[src/hw/port_diag_defines.vh]
// constants for the port diagnostic engine
// assumes a 250 MHz core clock and keypad test numbers 2..10
`ifndef PORT_DIAG_DEFINES_VH
`define PORT_DIAG_DEFINES_VH

// test numbers selected from the keypad
`define TEST_SER1_ERR   4'h2
`define TEST_SER1_TX    4'h3
`define TEST_SER2_ERR   4'h5
`define TEST_SER2_TX    4'h6
`define TEST_PAR_TX     4'h7
`define TEST_AD         4'h8
`define TEST_MEM        4'h9
`define TEST_LAMP       4'ha
`define TEST_NONE       4'h0

// receive error counters
`define ERR_MAX         7'd99

// serial test pattern
`define PAT_LAST        4'hf
`define PAT_DIGIT_BASE  8'h31
`define PAT_ZERO        8'h30
`define PAT_ALPHA_BASE  8'h37
`define PAT_NINE_IDX    4'h9

// parallel port
`define CLK_HZ          32'd250000000
`define PAR_TIMEOUT_S   32'd15
`define PAR_ERR_CODE    5'd13
`define PAR_GAP         2'h3
`define PAR_BUF_MAX     4'h8

// memory test
`define MEM_LAST        5'h1f
`define MEM_PAT_A       8'h55
`define MEM_PAT_B       8'haa

// converter display modes
`define AD_FILTERED     2'h0
`define AD_RAW_TX       2'h1
`define AD_DRIFT        2'h2

`endif

[src/hw/port_diagnostic_engine.v]
// port diagnostic engine: error counters, pattern send, parallel send,
// memory test, converter display modes and lamp test
// assumes keypad pulses and uart flags on clk; cts and busy are pins
`timescale 1ns/1ps
`include "port_diag_defines.vh"

module port_diagnostic_engine #(
  parameter [31:0] par_timeout_cycles = `PAR_TIMEOUT_S * `CLK_HZ
) (
  input  wire        clk,
  input  wire        reset_n,
  input  wire        test_start,
  input  wire [3:0]  test_sel,
  input  wire        key_enter,
  input  wire        key_clear,
  input  wire        key_print,
  input  wire        key_digit_valid,
  input  wire [7:0]  key_digit,
  input  wire [1:0]  rx_char_valid,
  input  wire [1:0]  rx_parity_err,
  input  wire [1:0]  rx_frame_err,
  input  wire [1:0]  cts,
  input  wire [1:0]  tx_ready,
  output wire [1:0]  tx_valid,
  output reg  [7:0]  tx_data,
  output reg  [15:0] tx_count,
  output reg         send_permit_fault_message,
  output reg  [13:0] error_count_readout,
  input  wire        par_busy,
  output reg         par_strobe,
  output reg  [7:0]  par_data,
  output reg  [15:0] par_count,
  output reg  [23:0] par_first3,
  output wire        par_sending,
  output reg  [4:0]  err_code,
  input  wire        mem_we,
  input  wire [4:0]  mem_addr,
  input  wire [7:0]  mem_wdata,
  output reg  [7:0]  mem_rdata,
  output wire        mem_test_running,
  output reg         memory_test_pass_message,
  output reg         mem_test_fail,
  output reg  [4:0]  mem_fail_addr,
  input  wire        adc_valid,
  input  wire [23:0] adc_data,
  output reg  [1:0]  ad_mode,
  output reg  [23:0] ad_display,
  output reg         ad_tx_valid,
  output reg         lamp_all_on,
  output reg  [3:0]  active_test
);

  localparam [4:0] st_idle = 5'b00001;
  localparam [4:0] st_stx  = 5'b00010;
  localparam [4:0] st_ptx  = 5'b00100;
  localparam [4:0] st_mem  = 5'b01000;
  localparam [4:0] st_perr = 5'b10000;

  reg  [4:0]  state;
  reg  [1:0]  cts_meta;
  reg  [1:0]  cts_sync;
  reg         busy_meta;
  reg         busy_sync;
  reg  [3:0]  pat_idx;
  reg  [31:0] par_timer;
  reg  [1:0]  par_gap;
  reg  [2:0]  par_idx;
  reg  [3:0]  buf_len;
  reg  [7:0]  dbuf [0:7];
  reg  [7:0]  ram [0:31];
  reg  [4:0]  t_addr;
  reg  [2:0]  t_phase;
  reg  [7:0]  t_save;
  reg  [23:0] filt;
  reg  [23:0] adc_last;
  reg  [23:0] baseline;

  wire        tx_port = (active_test == `TEST_SER2_TX);
  wire        buf_we;
  wire        arr_we;
  wire [4:0]  arr_addr;
  wire [7:0]  arr_wdata;
  wire [24:0] ad_diff;
  wire [24:0] filt_sum;

  // fixed pattern: digits 1..9, 0, then A..F
  function [7:0] pattern_char;
    input [3:0] i;
    begin
      if (i < `PAT_NINE_IDX)
        pattern_char = `PAT_DIGIT_BASE + {4'h0, i};
      else if (i == `PAT_NINE_IDX)
        pattern_char = `PAT_ZERO;
      else
        pattern_char = `PAT_ALPHA_BASE + {4'h0, i};
    end
  endfunction

  // two-flop synchronisers for pin inputs
  always @(posedge clk or negedge reset_n) begin
    if (!reset_n) begin
      cts_meta  <= 2'h0;
      cts_sync  <= 2'h0;
      busy_meta <= 1'b0;
      busy_sync <= 1'b0;
    end else begin
      cts_meta  <= cts;
      cts_sync  <= cts_meta;
      busy_meta <= par_busy;
      busy_sync <= busy_meta;
    end
  end

  // per-port receive error counters
  genvar p;
  generate
    for (p = 0; p < 2; p = p + 1) begin : gen_port
      reg  [6:0] pcnt;
      reg  [6:0] fcnt;
      wire       clr = test_start &&
                       (test_sel == (p ? `TEST_SER2_ERR : `TEST_SER1_ERR));
      wire       ok  = rx_char_valid[p];
      always @(posedge clk or negedge reset_n) begin
        if (!reset_n) begin
          pcnt <= 7'h00;
          fcnt <= 7'h00;
        end else begin
          // a flagged character in the clearing cycle still counts
          if (ok && rx_parity_err[p])
            pcnt <= clr ? 7'h01 :
                    (pcnt == `ERR_MAX) ? pcnt :
                    pcnt + 7'h01;
          else if (clr)
            pcnt <= 7'h00;
          if (ok && rx_frame_err[p])
            fcnt <= clr ? 7'h01 :
                    (fcnt == `ERR_MAX) ? fcnt :
                    fcnt + 7'h01;
          else if (clr)
            fcnt <= 7'h00;
        end
      end
    end
  endgenerate

  // parity count in the upper half, framing in the lower half
  always @(posedge clk or negedge reset_n) begin
    if (!reset_n)
      error_count_readout <= 14'h0000;
    else if (active_test == `TEST_SER2_ERR)
      error_count_readout <= {gen_port[1].pcnt, gen_port[1].fcnt};
    else
      error_count_readout <= {gen_port[0].pcnt, gen_port[0].fcnt};
  end

  assign tx_valid = (state == st_stx) ? {tx_port, ~tx_port} : 2'h0;
  assign par_sending = (state == st_ptx);
  assign mem_test_running = (state == st_mem);
  assign buf_we = key_digit_valid && (state == st_idle) &&
                  (active_test == `TEST_PAR_TX) && (buf_len < `PAR_BUF_MAX);

  // keyed parallel data buffer
  always @(posedge clk) begin
    if (buf_we)
      dbuf[buf_len[2:0]] <= key_digit;
  end

  // memory array, shared by the host port and the test walk
  assign arr_we = mem_test_running ?
                  (t_phase == 3'h1 || t_phase == 3'h3 || t_phase == 3'h5) :
                  mem_we;
  assign arr_addr  = mem_test_running ? t_addr : mem_addr;
  assign arr_wdata = !mem_test_running ? mem_wdata :
                     (t_phase == 3'h1) ? `MEM_PAT_A :
                     (t_phase == 3'h3) ? `MEM_PAT_B : t_save;

  always @(posedge clk) begin
    if (arr_we)
      ram[arr_addr] <= arr_wdata;
    mem_rdata <= ram[mem_addr];
  end

  // test sequencing
  always @(posedge clk or negedge reset_n) begin
    if (!reset_n) begin
      state                     <= st_idle;
      active_test               <= `TEST_NONE;
      pat_idx                   <= 4'h0;
      tx_data                   <= 8'h00;
      tx_count                  <= 16'h0000;
      send_permit_fault_message <= 1'b0;
      par_strobe                <= 1'b0;
      par_data                  <= 8'h00;
      par_count                 <= 16'h0000;
      par_first3                <= 24'h000000;
      par_timer                 <= 32'h00000000;
      par_gap                   <= 2'h0;
      par_idx                   <= 3'h0;
      buf_len                   <= 4'h0;
      err_code                  <= 5'h00;
      t_addr                    <= 5'h00;
      t_phase                   <= 3'h0;
      t_save                    <= 8'h00;
      memory_test_pass_message  <= 1'b0;
      mem_test_fail             <= 1'b0;
      mem_fail_addr             <= 5'h00;
      lamp_all_on               <= 1'b0;
    end else begin
      par_strobe <= 1'b0;
      if (buf_we)
        buf_len <= buf_len + 4'h1;
      if (test_start) begin
        active_test               <= test_sel;
        state                     <= (test_sel == `TEST_MEM) ? st_mem
                                                             : st_idle;
        tx_count                  <= 16'h0000;
        send_permit_fault_message <= 1'b0;
        par_count                 <= 16'h0000;
        buf_len                   <= 4'h0;
        err_code                  <= 5'h00;
        t_addr                    <= 5'h00;
        t_phase                   <= 3'h0;
        memory_test_pass_message  <= 1'b0;
        mem_test_fail             <= 1'b0;
        lamp_all_on               <= (test_sel == `TEST_LAMP);
      end else if (key_clear && state != st_mem) begin
        state    <= st_idle;
        err_code <= 5'h00;
        if (state != st_perr) begin
          active_test <= `TEST_NONE;
          lamp_all_on <= 1'b0;
        end
      end else begin
        case (state)
          st_idle: begin
            if (key_enter && (active_test == `TEST_SER1_TX ||
                              active_test == `TEST_SER2_TX)) begin
              if (!cts_sync[tx_port]) begin
                send_permit_fault_message <= 1'b1;
              end else begin
                send_permit_fault_message <= 1'b0;
                state   <= st_stx;
                pat_idx <= 4'h0;
                tx_data <= pattern_char(4'h0);
              end
            end else if (key_enter && active_test == `TEST_PAR_TX &&
                         buf_len != 4'h0) begin
              state     <= st_ptx;
              par_timer <= 32'h00000000;
              par_gap   <= 2'h0;
              par_idx   <= 3'h0;
            end
          end
          st_stx: begin
            if (tx_ready[tx_port]) begin
              if (pat_idx == `PAT_LAST) begin
                state    <= st_idle;
                tx_count <= tx_count + 16'h0001;
              end else begin
                pat_idx <= pat_idx + 4'h1;
                tx_data <= pattern_char(pat_idx + 4'h1);
              end
            end
          end
          st_ptx: begin
            par_timer <= par_timer + 32'h00000001;
            if (par_timer >= par_timeout_cycles - 32'h00000001) begin
              state    <= st_perr;
              err_code <= `PAR_ERR_CODE;
            end else if (par_gap != 2'h0) begin
              par_gap <= par_gap - 2'h1;
            end else if (!par_strobe && !busy_sync) begin
              par_strobe <= 1'b1;
              par_data   <= dbuf[par_idx];
              par_gap    <= `PAR_GAP;
              par_idx    <= par_idx + 3'h1;
              if ({1'b0, par_idx} == buf_len - 4'h1) begin
                state      <= st_idle;
                par_count  <= par_count + 16'h0001;
                par_first3 <= {dbuf[0], dbuf[1], dbuf[2]};
              end
            end
          end
          st_mem: begin
            t_phase <= t_phase + 3'h1;
            case (t_phase)
              3'h0: t_save <= ram[t_addr];
              3'h2: if (ram[t_addr] != `MEM_PAT_A) begin
                mem_test_fail <= 1'b1;
                mem_fail_addr <= t_addr;
                t_phase       <= 3'h5;
              end
              3'h4: if (ram[t_addr] != `MEM_PAT_B) begin
                mem_test_fail <= 1'b1;
                mem_fail_addr <= t_addr;
              end
              3'h5: begin
                t_phase <= 3'h0;
                if (mem_test_fail || t_addr == `MEM_LAST) begin
                  state                    <= st_idle;
                  memory_test_pass_message <= !mem_test_fail;
                end else begin
                  t_addr <= t_addr + 5'h01;
                end
              end
              default: ;
            endcase
          end
          st_perr: ;
          default: state <= st_idle;
        endcase
      end
    end
  end

  // converter display modes
  assign ad_diff  = {1'b0, adc_data} - {1'b0, filt};
  assign filt_sum = {1'b0, filt} + {{3{ad_diff[24]}}, ad_diff[24:3]};

  always @(posedge clk or negedge reset_n) begin
    if (!reset_n) begin
      ad_mode     <= `AD_FILTERED;
      ad_display  <= 24'h000000;
      ad_tx_valid <= 1'b0;
      filt        <= 24'h000000;
      adc_last    <= 24'h000000;
      baseline    <= 24'h000000;
    end else begin
      ad_tx_valid <= 1'b0;
      if (adc_valid) begin
        adc_last <= adc_data;
        filt     <= filt_sum[23:0];
      end
      if (test_start) begin
        ad_mode <= `AD_FILTERED;
      end else if (active_test == `TEST_AD) begin
        if (key_print)
          ad_mode <= (ad_mode == `AD_DRIFT) ? `AD_FILTERED
                                            : ad_mode + 2'h1;
        if (key_enter && ad_mode == `AD_DRIFT)
          baseline <= adc_last;
        case (ad_mode)
          `AD_FILTERED: ad_display <= filt;
          `AD_RAW_TX: begin
            ad_display  <= adc_last;
            ad_tx_valid <= adc_valid;
          end
          default: ad_display <= adc_last - baseline;
        endcase
      end
    end
  end

endmodule // port_diagnostic_engine

[config.mk]
export PLATFORM = sky130hd
export DESIGN_NAME = port_diagnostic_engine
export DESIGN_NICKNAME = d
export VERILOG_FILES = /design/src/hw/port_diagnostic_engine.v
export VERILOG_INCLUDE_DIRS = /design/src /design/src/hw
export SDC_FILE = /design/constraint.sdc
export NUM_CORES = 1
export LEC_CHECK = 0
export BUFFER_PORTS_ARGS = -buffer_cell sky130_fd_sc_hd__buf_2
export CORE_MARGIN = 4
export CORE_UTILIZATION = 55
export DETAILED_ROUTE_END_ITERATION = 10
export GPL_ROUTABILITY_DRIVEN = 0
export GPL_TIMING_DRIVEN = 0
export MAX_ROUTING_LAYER = met4
export PLACE_DENSITY = 0.74
export SYNTH_ARGS = -nofsm -noshare
export SYNTH_HDL_FRONTEND = slang
export SYNTH_SLANG_ARGS = --single-unit
[constraint.sdc]
create_clock -name clk -period 12.1 [get_ports clk]
set_clock_uncertainty 0.1 [all_clocks]
set_input_delay 1.21 -clock clk [delete_from_list [all_inputs] [get_ports clk]]
set_output_delay 1.21 -clock clk [all_outputs]
set_load 0.05 [all_outputs]
Yosys cells after proc, flatten, opt, wreduce, memory -nomap -nowiden. Memories as Yosys holds them, arrays and structs flattened. A register that Yosys moved wholly into a read port is not among the register bits. Cells that the tools add are included.

Bits in registers: 272. Logic and storage cells: 350. Bits in writable memories: 320. Memories: 2. Input bits: 69. Output and inout bits: 144.

Memory list: ram (depth 32, bits a word 8, rd ports 2, clocked after memory_dff 1, wr ports 1, line port_diagnostic_engine.v:70) `reg [7:0] ram [0:31];`; dbuf (depth 8, bits a word 8, rd ports 4, clocked after memory_dff 4, wr ports 1, line port_diagnostic_engine.v:69) `reg [7:0] dbuf [0:7];`.

Muxes and demuxes: 138. Magnitude comparators: 4. Bitwise gates (word level): 5. Add/subtract/negate cells: 20. Equal/unequal tests: 65. Reduce and logical (&&, ||, !) cells: 81.

Operators with widths (number): $mux 16 (12); $mux 5 (25); $mux 7 (16); $mux 32 (2); $pmux 32 s2 (1); $mux 8 (7); $pmux 24 s2 (1); $reduce_bool 2->1 (24); $mux 4 (10); $mux 1 (36); $add 16x1->16 const B (2); $add 32x1->32 const B (1); $ge 32x32->1 const B (1); $add 7x1->7 const B (4); $eq 7x7->1 const B (4); $ne 2x2->1 const B (14); $mux 3 (9); $pmux 5 s5 (1); $sub 24x24->25 (1); $add 24x24->24 (1); $sub 24x24->24 (1); $reduce_and 7->1 (3); $eq 4x4->1 const B (5); $mux 2 (10); 53 further kinds (122).

Logic depth before layout (Yosys ltp).
Depth in word-level cells: 9. Depth in mapped cells: 23.

Worst setup path before layout. No wires, ideal clock.

Path type: input -> register. Start: input port adc_data[2]. End: register filt[23]. Data required time: 11877 ps. Cell stages on the path: 22. Data arrival time: 5241 ps. Slack: 6636 ps. Cells stage by stage: ha_1 a21oi_1 o21ai_0 nor2b_1 o21ai_0 a21boi_0 o21a_1 o41ai_1 o21bai_1 a21oi_1 xnor2_1 ha_1 nand2_1 o21ai_0 a2111oi_0 a211oi_1 a41oi_1 a21oi_1 a211oi_1 xnor2_1 nand2_1 xnor2_1.

Cells in the longest elaborated chain, start to end: 2.

Ends and longest elaborated chain: from (decl) (line port_diagnostic_engine.v:45) `input wire [23:0] adc_data,`; $sub 24x24->25 (line port_diagnostic_engine.v:317) `assign ad_diff = {1'b0, adc_data} - {1'b0, filt};`; $add 24x24->24 (line port_diagnostic_engine.v:318) `assign filt_sum = {1'b0, filt} + {{3{ad_diff[24]}}, ad_diff[24:3]};`; to (signal assigned) (line port_diagnostic_engine.v:332) `filt <= filt_sum[23:0];`; to (decl) (line port_diagnostic_engine.v:74) `reg [23:0] filt;`.

Every way passes these cells. A chain may end at the register's enable or synchronous reset.

Final worst setup path. Ends and elaborated chain as after synthesis.

==> flow_metrics.env <==
export IMPL_switching_share_pct=34.06
export IMPL_required_ns=12.48
export IMPL_portBuffers=203
export IMPL_intPower_w=0.004336
export IMPL_die_w_um=247.3
export IMPL_cts_tree="yes"
export IMPL_r2r_start="filt[2]"
export IMPL_viasPerCell=6.223
export IMPL_dp_cells=3469
export IMPL_yosysWarnings=0
export IMPL_die_h_um=247.3
export IMPL_p_leak_nw=14.46
export IMPL_ys_types=82
export IMPL_grt_max_degree=116
export IMPL_syn_instance_count=2494
export IMPL_overflow=0
export IMPL_regArea_um2=17250
export IMPL_fin_nets=2944
export IMPL_clkTransAtPathRegs_ns=0.06
export IMPL_top_usage_layer="met2"
export IMPL_start_kind="input pin"
export IMPL_period_share_pct=49.88
export IMPL_hold_viol_final=0
export IMPL_track_usage_pct=28.26
export IMPL_worst_path_max_fanout=6
export IMPL_relSlewSlack_pct=10.26
export IMPL_power_switching_w=0.002240
export IMPL_grt_use_met3_pct=5.389
export IMPL_antenna_found_initial=2
export IMPL_critical_path_class="in2reg"
export IMPL_io_pin_count=213
export IMPL_drt_total_wl_um=84350
export IMPL_drtIter0Drc=2007
export IMPL_power_frac_seq_pct=39.0
export IMPL_drv_cap=0
export IMPL_hold_buffers=0
export IMPL_die_area_um2=61140
export IMPL_clockBufferDepth=3
export IMPL_layout_drive_gt1_share_pct=20.86
export IMPL_cts_sinks=627
export IMPL_synth_edf_count=320
export IMPL_clock_fmax_mhz=165.7
export IMPL_cts_resized=0
export IMPL_fin_crit_ns=6.035
export IMPL_first_pass_iters=6
export IMPL_final_cell_count_no_fill=3593
export IMPL_cp_startpoint="adc_data[2]"
export IMPL_cp_end_kind="register"
export IMPL_slew_viol_final=0
export IMPL_synthesis_area_um2=31490
export IMPL_n_fill_cell=4171
export IMPL_grt_setup_unrepaired="false"
export IMPL_outcome="finished clean"
export IMPL_antenna_left=0
export IMPL_start_util_pct=55.74
export IMPL_grt_pass1_vias=22310
export IMPL_tightest_slew_ns=1.336
export IMPL_arrival_ns=6.42
export IMPL_dp_hpwl_um=61350
export IMPL_finalSetupViolCount=0
export IMPL_powerDensity_nw_per_um2=183.2
export IMPL_ys_seq_elements=627
export IMPL_clk_root_buffer_cell="clkbuf_16"
export IMPL_hp_start="busy_meta"
export IMPL_vias=22360
export IMPL_mostFrequentLayoutCells="edfxtp_1, dfrtp_1, nor2_1"
export IMPL_gr_usage_met2_pct=44.96
export IMPL_fin_tns_setup_ns=0
export IMPL_htreeDepth=3
export IMPL_drc=0
export IMPL_coreArea_um2=56500
export IMPL_post_cts_buffers=0
export IMPL_wl_per_cell_um=23.48
export IMPL_clock_power_share_pct=30.6
export IMPL_combPwrFrac_pct=30.4
export IMPL_min_path_type="reg2reg"
export IMPL_use_met1_pct=36.05
export IMPL_synth_avg_cell_area_um2=12.63
export IMPL_multiInputGateArea_um2=13360
export IMPL_grt_pass1_wl_um=128200
export IMPL_cts_buffers=66
export IMPL_async_flop_share_pct=47.69
export IMPL_ir_drop_mv=0.1670
export IMPL_insertion_delay_ns=0.63
export IMPL_fp_row_count=87
export IMPL_ys_seq_area_share_pct=54.79
export IMPL_ys_flop_type="edfxtp_1"
export IMPL_layout_commonest_cell="edfxtp_1"
export IMPL_syn_to_final_growth_pct=13.96
[cells in the mapped netlist, types with 6 or more instances]
cell      number  area (um2)
edfxtp_1     320        9609
dfrtp_1      298        7457
nor2_1       234       878.3
nand2_1      207       777.0
o21ai_0      170       850.8
mux4_2       134        3018
a21oi_1      113       565.5
inv_1         93       349.1
ha_1          92        1151
mux2i_1       92       920.9
clkbuf_1      78       292.8
xnor2_1       70       613.1
xor2_1        67       586.8
nand3_1       64       320.3
mux2_2        61       686.9
nor3_1        29       145.1
mux2_4        25       375.4
nand4_1       23       143.9
a211oi_1      22       165.2
and3_1        21       131.4
a21o_1        17       127.6
or3_1         16       100.1
buf_1         15       56.30
nand2b_1      15       93.84
nor2b_1       13       81.33
a31oi_1       12       75.07
o21bai_1      12       90.09
mux4_1        10       262.8
buf_4          9       67.56
o221ai_1       9       78.83
o22ai_1        9       56.30
and2_1         8       50.05
buf_2          8       40.04
dfxtp_1        8       160.2
o31ai_1        8       60.06
buf_6          7       78.83
or2_2          7       43.79
a41oi_1        6       52.55
and4_1         6       52.55
nor3b_1        6       45.04
[stage by stage]
step	worst slack [ns]	area (um2)	utilization [%]	total power [W]	hold slack [ns]
after global routing	5.741	35880	63.51	0.006918	0.2683
after CTS	6.171	35870	63.49	0.006586	0.2554
final	6.065	35890	63.52	0.006575	0.2517
after detailed placement	5.541	33740	59.73	0.004583	0.2418
after floorplan	6.636	31500	-	0.004090	0.2312
after global placement	4.151	33460	59.22	0.004502	0.2354
[power groups by stage]
stage / registers [W] / clock network [W] / logic [W]
2_1_floorplan: 0.00277 / 0 / 0.00132
3_3_place_gp: 0.00260 / 0 / 0.00190
3_5_place_dp: 0.00260 / 0 / 0.00198
4_1_cts: 0.00256 / 0.00203 / 0.00199
5_1_grt: 0.00258 / 0.00212 / 0.00222
6_report: 0.00256 / 0.00201 / 0.00200
[worst paths after layout]
path / end / slack (ns) / cells after the start
max: filt[23] / 6.06 / 23
min: busy_sync / 0.25 / 0
max reg2reg: filt[23] / 6.34 / 23
min reg2reg: busy_sync / 0.25 / 0
max in group asynchronous: par_first3[20] / 9.99 / 4
min in group asynchronous: gen_port[0].pcnt[0] / 0.29 / 1
[cells by family (layout without fill, tap and decap cells)]
family / after synthesis / after routing / synth area share [%]
other: 1 / 7 / 0.01191
muxes: 322 / 322 / 16.72
buffers and inverters: 213 / 550 / 2.984
AOI/OAI and AO/OA: 421 / 421 / 7.959
DFF: 627 / 627 / 54.79
xor gates and xnor gates: 138 / 138 / 3.862
adders and majority gates: 94 / 94 / 3.783
and+or+nand+nor: 678 / 678 / 9.894
[routing by layer]
metal  routed length [um]  vias to the layer above
met5                    0                        -
met4                 4190                        0
met3                 6703                      284
met2                40230                     1038
met1                33230                    11180
li1                     -                     9852
[state kept, by name, summed over array words and instances (netlist names), 7 cells and up]
| signal | count |
|---|---|
| ad_display | 24 |
| baseline | 24 |
| gen_port.pcnt | 14 |
| filt | 24 |
| par_data | 8 |
| tx_data | 7 |
| mem_rdata | 8 |
| dbuf | 64 |
| t_save | 8 |
| tx_count | 16 |
| ram | 256 |
| adc_last | 24 |
| gen_port.fcnt | 14 |
| par_first3 | 24 |
| par_timer | 32 |
| par_count | 16 |
| error_count_readout | 14 |
[critical path, stage by stage]
cell,delay [ns]
buf_2,0.11
ha_1,0.31
a21oi_1,0.14
o21ai_0,0.15
nor2b_1,0.20
o21ai_0,0.21
a21boi_0,0.19
o21a_1,0.26
o41ai_1,0.46
o21bai_1,0.19
a21oi_1,0.22
xnor2_1,0.08
ha_1,0.36
nand2_1,0.07
o21ai_0,0.44
a2111oi_0,0.14
a211oi_1,0.56
a41oi_1,0.29
a21oi_1,0.28
a211oi_1,0.13
xnor2_1,0.17
nand2_1,0.08
xnor2_1,0.16
[cell type report]
cell class | instances | share of cell area [%]
inverters | 93 | 0.9728
plain buffers | 120 | 1.646
repair buffers | 217 | 3.497
well taps | 756 | 2.636
diodes | 4 | 0.02789
flip-flops and latches | 627 | 48.08
clock buffers | 97 | 5.237
multi-input cells | 1656 | 37.22
clock inverters | 23 | 0.6869
Note: power is estimated with default switching activity, not from simulation.
